--- src/i2c_trig_pkg.sv ---
package i2c_trig_pkg;

  // Synchronised line vector: clock line above data line.
  localparam int          LINE_W     = 2;
  localparam int          SCL_BIT    = 1;
  localparam int          SDA_BIT    = 0;
  localparam logic [1:0]  LINES_IDLE = 2'h3;

  // Trigger mode codes.
  localparam int          MODE_W         = 3;
  localparam logic [2:0]  MODE_START     = 3'h0;
  localparam logic [2:0]  MODE_STOP      = 3'h1;
  localparam logic [2:0]  MODE_RESTART   = 3'h2;
  localparam logic [2:0]  MODE_NO_ACK    = 3'h3;
  localparam logic [2:0]  MODE_ADDR_DATA = 3'h4;

  // Address and pattern layout.
  localparam int          ADDR_W      = 10;
  localparam int          OFFSET_W    = 12;
  localparam int          PAT_BYTES   = 3;
  localparam int          PAT_W       = 24;
  localparam int          LEN_W       = 2;
  localparam logic [1:0]  LEN_MAX     = 2'h3;
  localparam logic [4:0]  LONG_PREFIX = 5'h1E;
  localparam logic        DIR_READ    = 1'b1;

  // Bit slot counter: eight data bits then the acknowledge slot.
  localparam int          BIT_CNT_W     = 4;
  localparam logic [3:0]  LAST_DATA_BIT = 4'h7;
  localparam logic [3:0]  ACK_SLOT      = 4'h8;

  typedef enum logic [1:0] {PH_IDLE, PH_ADDR1, PH_ADDR2, PH_DATA} phase_type;

endpackage : i2c_trig_pkg

--- src/i2c_protocol_trigger.sv ---
`timescale 1ns/1ps
module i2c_protocol_trigger
  import i2c_trig_pkg::*;
(
  input  wire logic                sys_clk,
  input  wire logic                srst,
  input  wire logic                scl_in,
  input  wire logic                sda_in,
  input  wire logic [MODE_W-1:0]   trig_mode,
  input  wire logic                long_addr_len,
  input  wire logic                dir_read,
  input  wire logic                ignore_addr,
  input  wire logic [ADDR_W-1:0]   target_addr,
  input  wire logic [OFFSET_W-1:0] byte_offset,
  input  wire logic [LEN_W-1:0]    pattern_byte_len,
  input  wire logic [PAT_W-1:0]    pat_value,
  input  wire logic [PAT_W-1:0]    pat_care,
  output logic                     trig_pulse,
  output logic                     frame_active,
  output logic [LEN_W-1:0]         eff_pattern_len
);

  typedef struct packed {
    logic [LINE_W-1:0]    lines_q;
    logic                 in_frame;
    logic [BIT_CNT_W-1:0] bit_cnt;
    logic [7:0]           shreg;
    phase_type            phase;
    logic [1:0]           long_hi;
    logic                 addr_ok;
    logic                 dir_ok;
    logic                 rs_long;
    logic [OFFSET_W-1:0]  skip_cnt;
    logic [LEN_W-1:0]     pat_idx;
    logic                 pat_dead;
    logic [LEN_W-1:0]     len;
    logic                 trig;
  } state_type;

  state_type st_r;
  state_type st_nxt;

  logic [LINE_W-1:0]    lines;
  logic                 scl;
  logic                 sda;
  logic                 start_evt;
  logic                 stop_evt;
  logic                 scl_rise;
  logic                 byte_done;
  logic                 ack_slot;
  logic [7:0]           rx_byte;
  logic [PAT_BYTES-1:0] byte_has_care;
  logic [LEN_W-1:0]     len_calc;
  logic                 qual;
  logic                 addr_only;

  // Lines are sampled through a three-stage synchroniser.
  line_sync u_sync (
    .sys_clk   (sys_clk),
    .srst      (srst),
    .lines_in  ({scl_in, sda_in}),
    .lines_out (lines)
  );

  // Picks pattern byte idx; byte 0 is the most significant byte.
  function automatic logic [7:0] pat_slice(input logic [PAT_W-1:0] v,
                                           input logic [LEN_W-1:0] idx);
    case (idx)
      2'h0:    pat_slice = v[23:16];
      2'h1:    pat_slice = v[15:8];
      default: pat_slice = v[7:0];
    endcase
  endfunction : pat_slice

  // Flags each pattern byte that holds at least one defined bit.
  for (genvar i = 0; i < PAT_BYTES; i++) begin : g_care
    assign byte_has_care[i] = |pat_slice(pat_care, LEN_W'(i));
  end

  // A pattern without any defined bit reduces the match to the address alone.
  assign addr_only = ~|byte_has_care;

  // Effective length grows to cover every byte with defined bits.
  always_comb begin
    if (byte_has_care[2]) begin
      len_calc = LEN_MAX;
    end else if (byte_has_care[1]) begin
      len_calc = (pattern_byte_len > 2'h2) ? LEN_MAX : 2'h2;
    end else if (byte_has_care[0]) begin
      len_calc = (pattern_byte_len == 2'h0) ? 2'h1 : pattern_byte_len;
    end else begin
      // No defined bits: the setting stands; matching is then address only.
      len_calc = pattern_byte_len;
    end
  end

  // Bus conditions from the synchronised lines.
  assign scl       = lines[SCL_BIT];
  assign sda       = lines[SDA_BIT];
  assign start_evt = scl & st_r.lines_q[SCL_BIT] & st_r.lines_q[SDA_BIT] & ~sda;
  assign stop_evt  = scl & st_r.lines_q[SCL_BIT] & ~st_r.lines_q[SDA_BIT] & sda;
  assign scl_rise  = scl & ~st_r.lines_q[SCL_BIT];
  assign byte_done = scl_rise & (st_r.bit_cnt == LAST_DATA_BIT);
  assign ack_slot  = scl_rise & (st_r.bit_cnt == ACK_SLOT);
  assign rx_byte   = {st_r.shreg[6:0], sda};
  // Address qualification, skipped entirely when the address is ignored.
  assign qual      = ignore_addr | (st_r.addr_ok & st_r.dir_ok);

  // Frame tracking, byte assembly, address decode and pattern matching.
  always_comb begin
    st_nxt         = st_r;
    st_nxt.lines_q = lines;
    st_nxt.trig    = 1'b0;
    st_nxt.len     = len_calc;
    if (start_evt || stop_evt) begin
      // A new condition restarts byte counting and matching.
      st_nxt.bit_cnt  = '0;
      st_nxt.shreg    = '0;
      st_nxt.addr_ok  = 1'b0;
      st_nxt.dir_ok   = 1'b0;
      st_nxt.skip_cnt = '0;
      st_nxt.pat_idx  = '0;
      st_nxt.pat_dead = 1'b0;
      st_nxt.in_frame = start_evt;
      st_nxt.phase    = start_evt ? PH_ADDR1 : PH_IDLE;
      // Ten-bit address match survives only a repeated start.
      st_nxt.rs_long  = start_evt & st_r.in_frame & st_r.rs_long;
      // At most one mode fires; the other mode codes give no pulse here.
      case (trig_mode)
        MODE_START:   st_nxt.trig = start_evt;
        MODE_STOP:    st_nxt.trig = stop_evt;
        MODE_RESTART: st_nxt.trig = start_evt & st_r.in_frame;
        default:      st_nxt.trig = 1'b0;
      endcase
    end else if (ack_slot) begin
      st_nxt.bit_cnt = '0;
      // A high data line in the ninth slot is a missing acknowledge.
      st_nxt.trig = (trig_mode == MODE_NO_ACK) & sda & (st_r.phase != PH_IDLE);
    end else if (scl_rise && st_r.phase != PH_IDLE) begin
      st_nxt.bit_cnt = st_r.bit_cnt + BIT_CNT_W'(1);
      st_nxt.shreg   = rx_byte;
      if (byte_done) begin
        case (st_r.phase)
          PH_ADDR1: begin
            // Direction from bit eight; one means read.
            st_nxt.dir_ok = (rx_byte[0] == dir_read);
            st_nxt.phase  = PH_DATA;
            st_nxt.rs_long = 1'b0;
            if (!long_addr_len) begin
              st_nxt.addr_ok = (rx_byte[7:1] == target_addr[6:0]);
            end else if (rx_byte[7:3] != LONG_PREFIX) begin
              st_nxt.addr_ok = 1'b0;
            end else if (st_r.rs_long && rx_byte[2:1] == st_r.long_hi
                         && rx_byte[0] == DIR_READ) begin
              st_nxt.addr_ok = 1'b1;
            end else begin
              st_nxt.long_hi = rx_byte[2:1];
              st_nxt.phase   = PH_ADDR2;
            end
            st_nxt.pat_dead = addr_only && (st_nxt.phase == PH_DATA);
          end
          PH_ADDR2: begin
            // Low eight address bits complete the ten-bit compare.
            st_nxt.addr_ok  = ({st_r.long_hi, rx_byte} == target_addr);
            st_nxt.rs_long  = ({st_r.long_hi, rx_byte} == target_addr);
            st_nxt.phase    = PH_DATA;
            st_nxt.pat_dead = addr_only;
          end
          PH_DATA: begin
            if (st_r.pat_dead) begin
              st_nxt.pat_dead = 1'b1;
            end else if (st_r.skip_cnt != byte_offset) begin
              st_nxt.skip_cnt = st_r.skip_cnt + OFFSET_W'(1);
            end else if (((rx_byte ^ pat_slice(pat_value, st_r.pat_idx))
                          & pat_slice(pat_care, st_r.pat_idx)) == 8'h00) begin
              if (st_r.pat_idx + LEN_W'(1) == st_r.len) begin
                st_nxt.trig     = (trig_mode == MODE_ADDR_DATA) & qual;
                st_nxt.pat_dead = 1'b1;
              end else begin
                st_nxt.pat_idx = st_r.pat_idx + LEN_W'(1);
              end
            end else begin
              st_nxt.pat_dead = 1'b1;
            end
          end
          default: st_nxt.phase = PH_IDLE;
        endcase
        // All-don't-care pattern: fire on address and direction alone, never while the address is ignored.
        if (st_r.phase != PH_DATA && st_nxt.phase == PH_DATA && addr_only) begin
          st_nxt.trig = (trig_mode == MODE_ADDR_DATA) & st_nxt.addr_ok & st_nxt.dir_ok
                        & ~ignore_addr;
        end
      end
    end
  end

  // State register with synchronous reset.
  always_ff @(posedge sys_clk) begin
    if (srst) begin
      st_r         <= '0;
      st_r.lines_q <= LINES_IDLE;
      st_r.phase   <= PH_IDLE;
    end else begin
      st_r <= st_nxt;
    end
  end

  assign trig_pulse      = st_r.trig;
  assign frame_active    = st_r.in_frame;
  assign eff_pattern_len = st_r.len;
endmodule : i2c_protocol_trigger

--- src/line_sync.sv ---
`timescale 1ns/1ps
module line_sync
  import i2c_trig_pkg::*;
(
  input  wire logic              sys_clk,
  input  wire logic              srst,
  input  wire logic [LINE_W-1:0] lines_in,
  output logic      [LINE_W-1:0] lines_out
);

  typedef struct packed {
    logic [LINE_W-1:0] st1;
    logic [LINE_W-1:0] st2;
    logic [LINE_W-1:0] st3;
    logic [LINE_W-1:0] lvl;
  } sync_type;

  sync_type sync_r;
  sync_type sync_nxt;

  // Three stages; the level rises once stages two and three are both high and falls as soon as either is low.
  always_comb begin
    sync_nxt     = sync_r;
    sync_nxt.st1 = lines_in;
    sync_nxt.st2 = sync_r.st1;
    sync_nxt.st3 = sync_r.st2;
    sync_nxt.lvl = (sync_r.lvl & ~(sync_r.st2 ^ sync_r.st3))
                 | (sync_r.st3 & ~(sync_r.st2 ^ sync_r.st3));
  end

  // Idle bus lines are high, so reset to high.
  always_ff @(posedge sys_clk) begin
    if (srst) begin
      sync_r <= {LINES_IDLE, LINES_IDLE, LINES_IDLE, LINES_IDLE};
    end else begin
      sync_r <= sync_nxt;
    end
  end

  assign lines_out = sync_r.lvl;

endmodule : line_sync

--- config.mk ---
export PLATFORM = sky130hd
export DESIGN_NAME = i2c_protocol_trigger
export DESIGN_NICKNAME = d
export VERILOG_FILES = /design/src/i2c_trig_pkg.sv /design/src/i2c_protocol_trigger.sv /design/src/line_sync.sv
export SDC_FILE = /design/constraint.sdc
export NUM_CORES = 1
export LEC_CHECK = 0
export ABC_CLOCK_PERIOD_IN_PS = 3800
export BUFFER_PORTS_ARGS = -buffer_cell sky130_fd_sc_hd__clkbuf_2
export CELL_PAD_IN_SITES_DETAIL_PLACEMENT = 0
export CELL_PAD_IN_SITES_GLOBAL_PLACEMENT = 1
export CORE_MARGIN = 10
export CORE_UTILIZATION = 30
export DETAILED_ROUTE_END_ITERATION = 10
export PLACE_DENSITY_LB_ADDON = 0.1
export SYNTH_ARGS = -nofsm -noshare
export SYNTH_HDL_FRONTEND = slang
export SYNTH_SLANG_ARGS = --single-unit
--- constraint.sdc ---
create_clock -name sys_clk -period 3.8 [get_ports sys_clk]
set_input_delay 0.76 -clock sys_clk [delete_from_list [all_inputs] [get_ports sys_clk]]
set_output_delay 0.76 -clock sys_clk [all_outputs]
set_load 0.005 [all_outputs]
==> flow_summary.json, run 1 <==
{
  "max-slew-margin-rel_pct": 40.19,
  "clock-skew-final_ns": 0.01192,
  "final_period_minus_worst_setup_slack_ns": 3.029,
  "antenna_found_initial": 0,
  "synth.yosys.seq_area_share_pct": 30.38,
  "post-synth-top-area-fraction_pct": 30.38,
  "critical_path_class": "register to register",
  "synthesis.area_sq_um": 3097,
  "rr_worst_depth": 8,
  "global_route.usage.total_pct": 12.59,
  "finalSetupViolations": 0,
  "critical_path.endpoint": "st_r[4]",
  "placedInstanceArea_sq_um": 3596,
  "synth.net_count": 474,
  "most_common_cell_after_layout_fill_and_taps_aside": "clkbuf_2",
  "setup.worst_path.end_class": "register",
  "ff2ff_setup_slack_ns": 0.77,
  "worstPathCellList": "inv_1 -> ha_1 -> nor2_1 -> a21oi_1 -> xnor2_1 -> a2111oi_0 -> and4bb_2 -> mux2i_1",
  "synth_fa_ha_area_share_pct": 4.444,
  "drtIter0Drc": 73,
  "totalWireLength_mm": 9.210,
  "regToRegStartpoint": "st_r[5]",
  "layout_common_cells": "85 x clkbuf_2, 47 x dfxtp_1, 41 x nor2_1",
  "synth_warnings": 0,
  "slowest_stage": "a2111oi_0",
  "clock_tree.buffer_depth": 2,
  "grt_remaining_overflow": 0,
  "layout.nets": 543,
  "layout-area-overhead-vs-synth_pct": 19.31,
  "worstSetupStartpointType": "register",
  "final_non_filler_cell_area_sq_um": 3695,
  "final_util_pct": 36.28,
  "cts_tree": "yes",
  "cts_buffers": 5,
  "worst_setup_path_startpoint": "st_r[5]",
  "grt_pass1_vias": 3039,
  "dp.cells": 579,
  "critPathMaxStageDelay_ns": 0.73,
  "report.final.slew_viol_count": 0,
  "outcome": "complete, no violations",
  "critical_path.max_fanout": 13,
  "clk_transition_reported_paths_ns": 0.09,
  "rr_endpoint": "st_r[4]",
  "syn-mean-instance-area_sq_um": 8.128,
  "yosys-mux-area-fraction_pct": 4.202,
  "cts.htree.levels": 2,
  "detail_routed_net_length_per_standard_cell_microns": 15.69,
  "first_pass_iters": 4,
  "holdCritPathClass": "register to register",
  "main_combinational_cell_family_by_area_after_synthesis": "simple AND/OR/NAND/NOR gates",
  "cts_resized": 0,
  "final_cell_count_no_fill": 587,
  "power_total_mw": 0.9452,
  "grt_max_degree": 22,
  "overall_via_count_from_detail_route": 2844,
  "post_synth_num_cell_types": 49,
  "fin_crit_sh_pct": 79.71,
  "powerDensity_nw_per_um2": 255.8,
  "required_time_at_the_endpoint_of_the_critical_path_ns": 4.03,
  "drive_gt1_share_pct": 24.61,
  "root_cell_of_the_clock_tree": "clkbuf_8",
  "hpwl_mm": 7.647,
  "final.setup.tns_ns": 0,
  "cts.repair_timing.setup_buffer_count": 0,
  "n_antenna_cell": 0,
  "insertion_delay_ns": 0.30,
  "routed_via_density": 4.845,
  "synthXorXnorAreaFrac_pct": 14.71,
  "rows": 37,
  "clock.fmax_ghz": 0.3302,
  "hold_violations": 0,
  "synth_simple_gate_area_share_pct": 25.98,
  "maxCapViolCount": 0,
  "synth_top_area_cell": "dfxtp_1",
  "yosys_register_bits": 47,
  "grt_pass1_wl_mm": 15.15,
  "postSynthCellCount": 381,
  "cts_hold_buffers": 0,
  "design.core.area_sq_um": 10180,
  "finalWeightedCongestion": 0.7895,
  "floorplan.initialDensity_pct": 30.41,
  "io-pin-count": 86,
  "detail-route-antenna-nets": 0,
  "worst_slew_pin_slew_ns": 0.8938,
  "die-height_microns": 121.6,
  "leakage_power_total_nw": 1.516,
  "clkSinkCount": 47,
  "ir_drop_v": 0.0001585,
  "arrival_ns": 3.26,
  "die_area_sq_um": 14790,
  "rsz0062_at_grt": "no",
  "synth-compound-area-share_pct": 15.23,
  "synthTopCellsByArea": "dfxtp_1 30%, xor2_1 8.2%, xnor2_1 6.5%, nor2_1 5.0%, ha_1 4.4%",
  "die_extent_in_x_microns": 121.6,
  "number_of_buffer_cells_added_on_primary_ports": 85,
  "drc": 0
}
Yosys cell counts (all sizes together):
master and instances:
a2111oi 1, a21oi 27, a22o 15, a22oi 2
a2bb2oi 1, a31oi 1, a41oi 1, and2 2
and3 4, and4 1, and4bb 1, buf 7
clkbuf 18, dfxtp 47, ha 11, inv 12
mux2i 13, nand2 25, nand3 7, nand3b 1
nand4 9, nand4b 1, nand4bb 1, nor2 41
nor2b 1, nor3 15, nor3b 5, nor4 15
nor4b 1, nor4bb 1, o211a 1, o211ai 2
o21a 2, o21ai 13, o221a 1, o22ai 4
o31a 1, o31ai 1, or2 9, or3 7
or3b 1, xnor2 23, xor2 29
flip-flops by register name, summed over array words and instances (netlist names):
| name | count |
|---|---|
| u_sync.sync_nxt | 4 |
| trig_pulse | 1 |
| rx_byte | 7 |
| u_sync.sync_r | 2 |
| u_sync.lines_out | 2 |
| frame_active | 1 |
| st_r | 28 |
| eff_pattern_len | 2 |
through the flow:
step | hold slack [ns] | setup slack [ns]
2_1_floorplan | 0.3895 | 1.149
3_3_place_gp | 0.3913 | 0.8587
3_5_place_dp | 0.3983 | 0.7180
4_1_cts | 0.4223 | 0.7139
5_1_grt | 0.4414 | 0.4866
6_report | 0.4181 | 0.7711
cell families (layout without fill, tap and decap cells):
logic type                 count (synthesis)  after routing
adders and majority gates                 11             11
and+or+nand+nor                          148            148
DFF                                       47             47
muxes                                     13             13
AOI/OAI and AO/OA                         73             73
xor gates and xnor gates                  52             52
buffers and inverters                     37            107
worst min-delay path by stage:
stage | from | end | slack [ns] | cells after the start
6_report | u_sync.sync_nxt[5] | u_sync.sync_nxt[3] | 0.42 | 1
2_1_floorplan | u_sync.sync_nxt[4] | u_sync.sync_nxt[2] | 0.39 | 1
3_3_place_gp | u_sync.sync_nxt[5] | u_sync.sync_nxt[3] | 0.39 | 1
3_5_place_dp | u_sync.sync_nxt[5] | u_sync.sync_nxt[3] | 0.40 | 1
5_1_grt | u_sync.sync_nxt[5] | u_sync.sync_nxt[3] | 0.44 | 1
4_1_cts | u_sync.sync_nxt[5] | u_sync.sync_nxt[3] | 0.42 | 1
critical path: cells and delay by family (launching register included):
| kind | cells | cell delay, ns |
|---|---|---|
| flops | 1 | 0.34 |
| simple gates | 2 | 1.03 |
| compound gates | 2 | 0.91 |
| fa+ha+maj | 1 | 0.29 |
| buf+inv | 1 | 0.06 |
| xor+xnor | 1 | 0.15 |
| mux | 1 | 0.19 |
area by class of cell:
| type | count | area [sq um] |
|---|---|---|
| fillers | 1129 | 6490 |
| multi-input cells | 297 | 1999 |
| flip-flops and latches | 47 | 940.9 |
| repair buffers | 87 | 440.4 |
| well taps | 136 | 170.2 |
| clock buffers | 6 | 82.58 |
| inverters | 12 | 45.04 |
| clock inverters | 2 | 16.27 |
routing by layer:
metal	GRT usage [%]	part of all wire, %
met1	15.88	48
met2	21.52	47
met3	3.145	4.8
met4	2.012	0.60
met5	0	0
report_power, final:
group	switching (mW)	internal, mW
clock network	0.179	0.149
registers	0.00328	0.497
logic	0.0559	0.0613
No activity file was read; power rests on OpenSTA's default activity.
==> run 2, diff against run 1 <==
--- a/config.mk
+++ b/config.mk
@@ -5,7 +5,7 @@
 export SDC_FILE = /design/constraint.sdc
 export NUM_CORES = 1
 export LEC_CHECK = 0
-export ABC_CLOCK_PERIOD_IN_PS = 3800
+export ABC_CLOCK_PERIOD_IN_PS = 2930
 export BUFFER_PORTS_ARGS = -buffer_cell sky130_fd_sc_hd__clkbuf_2
 export CELL_PAD_IN_SITES_DETAIL_PLACEMENT = 0
 export CELL_PAD_IN_SITES_GLOBAL_PLACEMENT = 1
==> constraint.sdc (replaced) <==
create_clock -name sys_clk -period 2.93 [get_ports sys_clk]
set_input_delay 0.586 -clock sys_clk [delete_from_list [all_inputs] [get_ports sys_clk]]
set_output_delay 0.586 -clock sys_clk [all_outputs]
set_load 0.005 [all_outputs]
==> flow_summary.json, run 2 (same netlist as run 1, synthesis figures left out) <==
{
  "hold_violations": 0,
  "cts.repair_timing.setup_buffer_count": 0,
  "critPathMaxStageDelay_ns": 0.48,
  "finalWeightedCongestion": 0.8785,
  "critical_path.max_fanout": 6,
  "worstSetupStartpointType": "register",
  "die-height_microns": 121.6,
  "worstPathCellList": "inv_1 -> ha_1 -> or3b_1 -> or3_1 -> buf_4 -> nor3_2 -> nand4_1 -> or3_1 -> a21oi_1",
  "layout-area-overhead-vs-synth_pct": 20.81,
  "grt_max_degree": 22,
  "required_time_at_the_endpoint_of_the_critical_path_ns": 3.17,
  "drive_gt1_share_pct": 25.98,
  "setup.worst_path.end_class": "register",
  "powerDensity_nw_per_um2": 323.0,
  "outcome": "complete, no violations",
  "number_of_buffer_cells_added_on_primary_ports": 85,
  "cts_buffers": 5,
  "die_area_sq_um": 14790,
  "largest_register_ff_count": 28,
  "leakage_power_total_nw": 1.556,
  "routed-wl-met3_microns": 532,
  "final_period_minus_worst_setup_slack_ns": 2.727,
  "worst_setup_path_startpoint": "st_r[23]",
  "global_route.usage.total_pct": 12.79,
  "detail_routed_net_length_per_standard_cell_microns": 15.84,
  "topRoutingLayerUsed": "met4",
  "insertion_delay_ns": 0.31,
  "critical_hold_path_startpoint": "u_sync.sync_nxt[5]",
  "fin_crit_sh_pct": 93.06,
  "register_containing_the_most_flip_flops_in_the_final_layout": "st_r",
  "first_pass_iters": 4,
  "root_cell_of_the_clock_tree": "clkbuf_8",
  "holdCritPathClass": "register to register",
  "drtIter0Drc": 123,
  "clock.fmax_ghz": 0.3667,
  "worst_path_most_repeated_cell": "or3_1",
  "n_antenna_cell": 0,
  "final_util_pct": 36.73,
  "clkSinkCount": 47,
  "most_common_cell_after_layout_fill_and_taps_aside": "clkbuf_2",
  "io-pin-count": 86,
  "cts_tree": "yes",
  "overall_via_count_from_detail_route": 2873,
  "nFillCells": 1105,
  "routed_via_density": 4.837,
  "critical_path_class": "register to register",
  "finalSetupViolations": 0,
  "die_extent_in_x_microns": 121.6,
  "report.final.slew_viol_count": 0,
  "grt_pass1_wl_mm": 15.41,
  "rsz0062_at_grt": "no",
  "arrival_ns": 2.97,
  "route.layer.met1.wl_mm": 4.506,
  "layout_common_cells": "85 x clkbuf_2, 47 x dfxtp_1, 41 x nor2_1",
  "regToRegStartpoint": "st_r[23]",
  "maxCapViolCount": 0,
  "antenna_found_initial": 0,
  "worst_slew_pin_slew_ns": 0.5405,
  "clk_transition_reported_paths_ns": 0.10,
  "met2WireLength_mm": 4.323,
  "drc": 0,
  "clock-skew-final_ns": 0.01489,
  "max-slew-margin-rel_pct": 63.63,
  "layout.nets": 550,
  "floorplan.initialDensity_pct": 30.41,
  "clock_tree.buffer_depth": 2,
  "ir_drop_v": 0.0001907,
  "hpwl_mm": 7.786,
  "slowest_stage": "or3b_1",
  "design.core.area_sq_um": 10180,
  "detail-route-antenna-nets": 0,
  "grt_pass1_vias": 3066,
  "cts.htree.levels": 2,
  "final.setup.tns_ns": 0,
  "grt_remaining_overflow": 0,
  "totalWireLength_mm": 9.411,
  "rows": 37
}
## run 2: cell count changes in the layout (fill, tap and decap cells not counted), sizes merged
cell / before / now
clkbuf: 91 / 90
inv: 12 / 13
clkinvlp: 1 / 0
clkinv: 1 / 2
buf: 2 / 9
## run 2: worst paths after layout
kind / slack, ns / to / cells after the start
setup / recovery: 0.20 / st_r[14] / 9
hold / removal: 0.42 / u_sync.sync_nxt[3] / 1
setup reg to reg: 0.20 / st_r[14] / 9
hold reg to reg: 0.42 / u_sync.sync_nxt[3] / 1
## run 2: stage by stage
stage | power (mW) | std cells | hold WS, ns | area, sq um | setup slack [ns]
finish | 1.208 | 594 | 0.4179 | 3741 | 0.2032
global route | 1.271 | 594 | 0.4337 | 3741 | 0.03879
detailed placement | 0.8200 | 586 | 0.3958 | 3649 | 0.1679
CTS | 1.229 | 594 | 0.4210 | 3736 | 0.1623
global placement | 0.8192 | 586 | 0.3911 | 3649 | 0.2630
floorplan | 0.7342 | 381 | 0.3895 | 3097 | 0.2791
## run 2: cell type report
type | instances | area, sq um | area share, %
clock buffer | 5 | 68.82 | 1.839
clock inverter | 3 | 18.77 | 0.5017
inverter | 12 | 45.04 | 1.204
multi-input combinational | 297 | 2004 | 53.58
sequential | 47 | 940.9 | 25.15
tap | 136 | 170.2 | 4.548
timing repair buffer | 94 | 493.0 | 13.18
## run 2: what timing repair did
item,CTS,global route
hold buffers,0,0
gates resized for setup,0,1
endpoints found under the setup margin,0,2
## run 2: critical path, delay by kind of cell (launching register included)
kind	cells	cell delay [ns]
AND/OR/NAND/NOR	5	1.59
flip-flops	1	0.42
buffers and inverters	2	0.26
adder cells (fa/ha/maj)	1	0.26
AO/OA/AOI/OAI	1	0.14
## run 2: routing by layer
layer  vias up  GRT usage (%)
li1       1494              -
met1      1309          16.53
met2        65          20.94
met3         5          3.562
met4         0          2.385
met5         -              0
## run 2: where the power goes
group | total [mW] | switching, mW | internal (mW)
clock | 0.406 | 0.237 | 0.169
sequential | 0.648 | 0.00423 | 0.644
combinational | 0.154 | 0.0732 | 0.0810
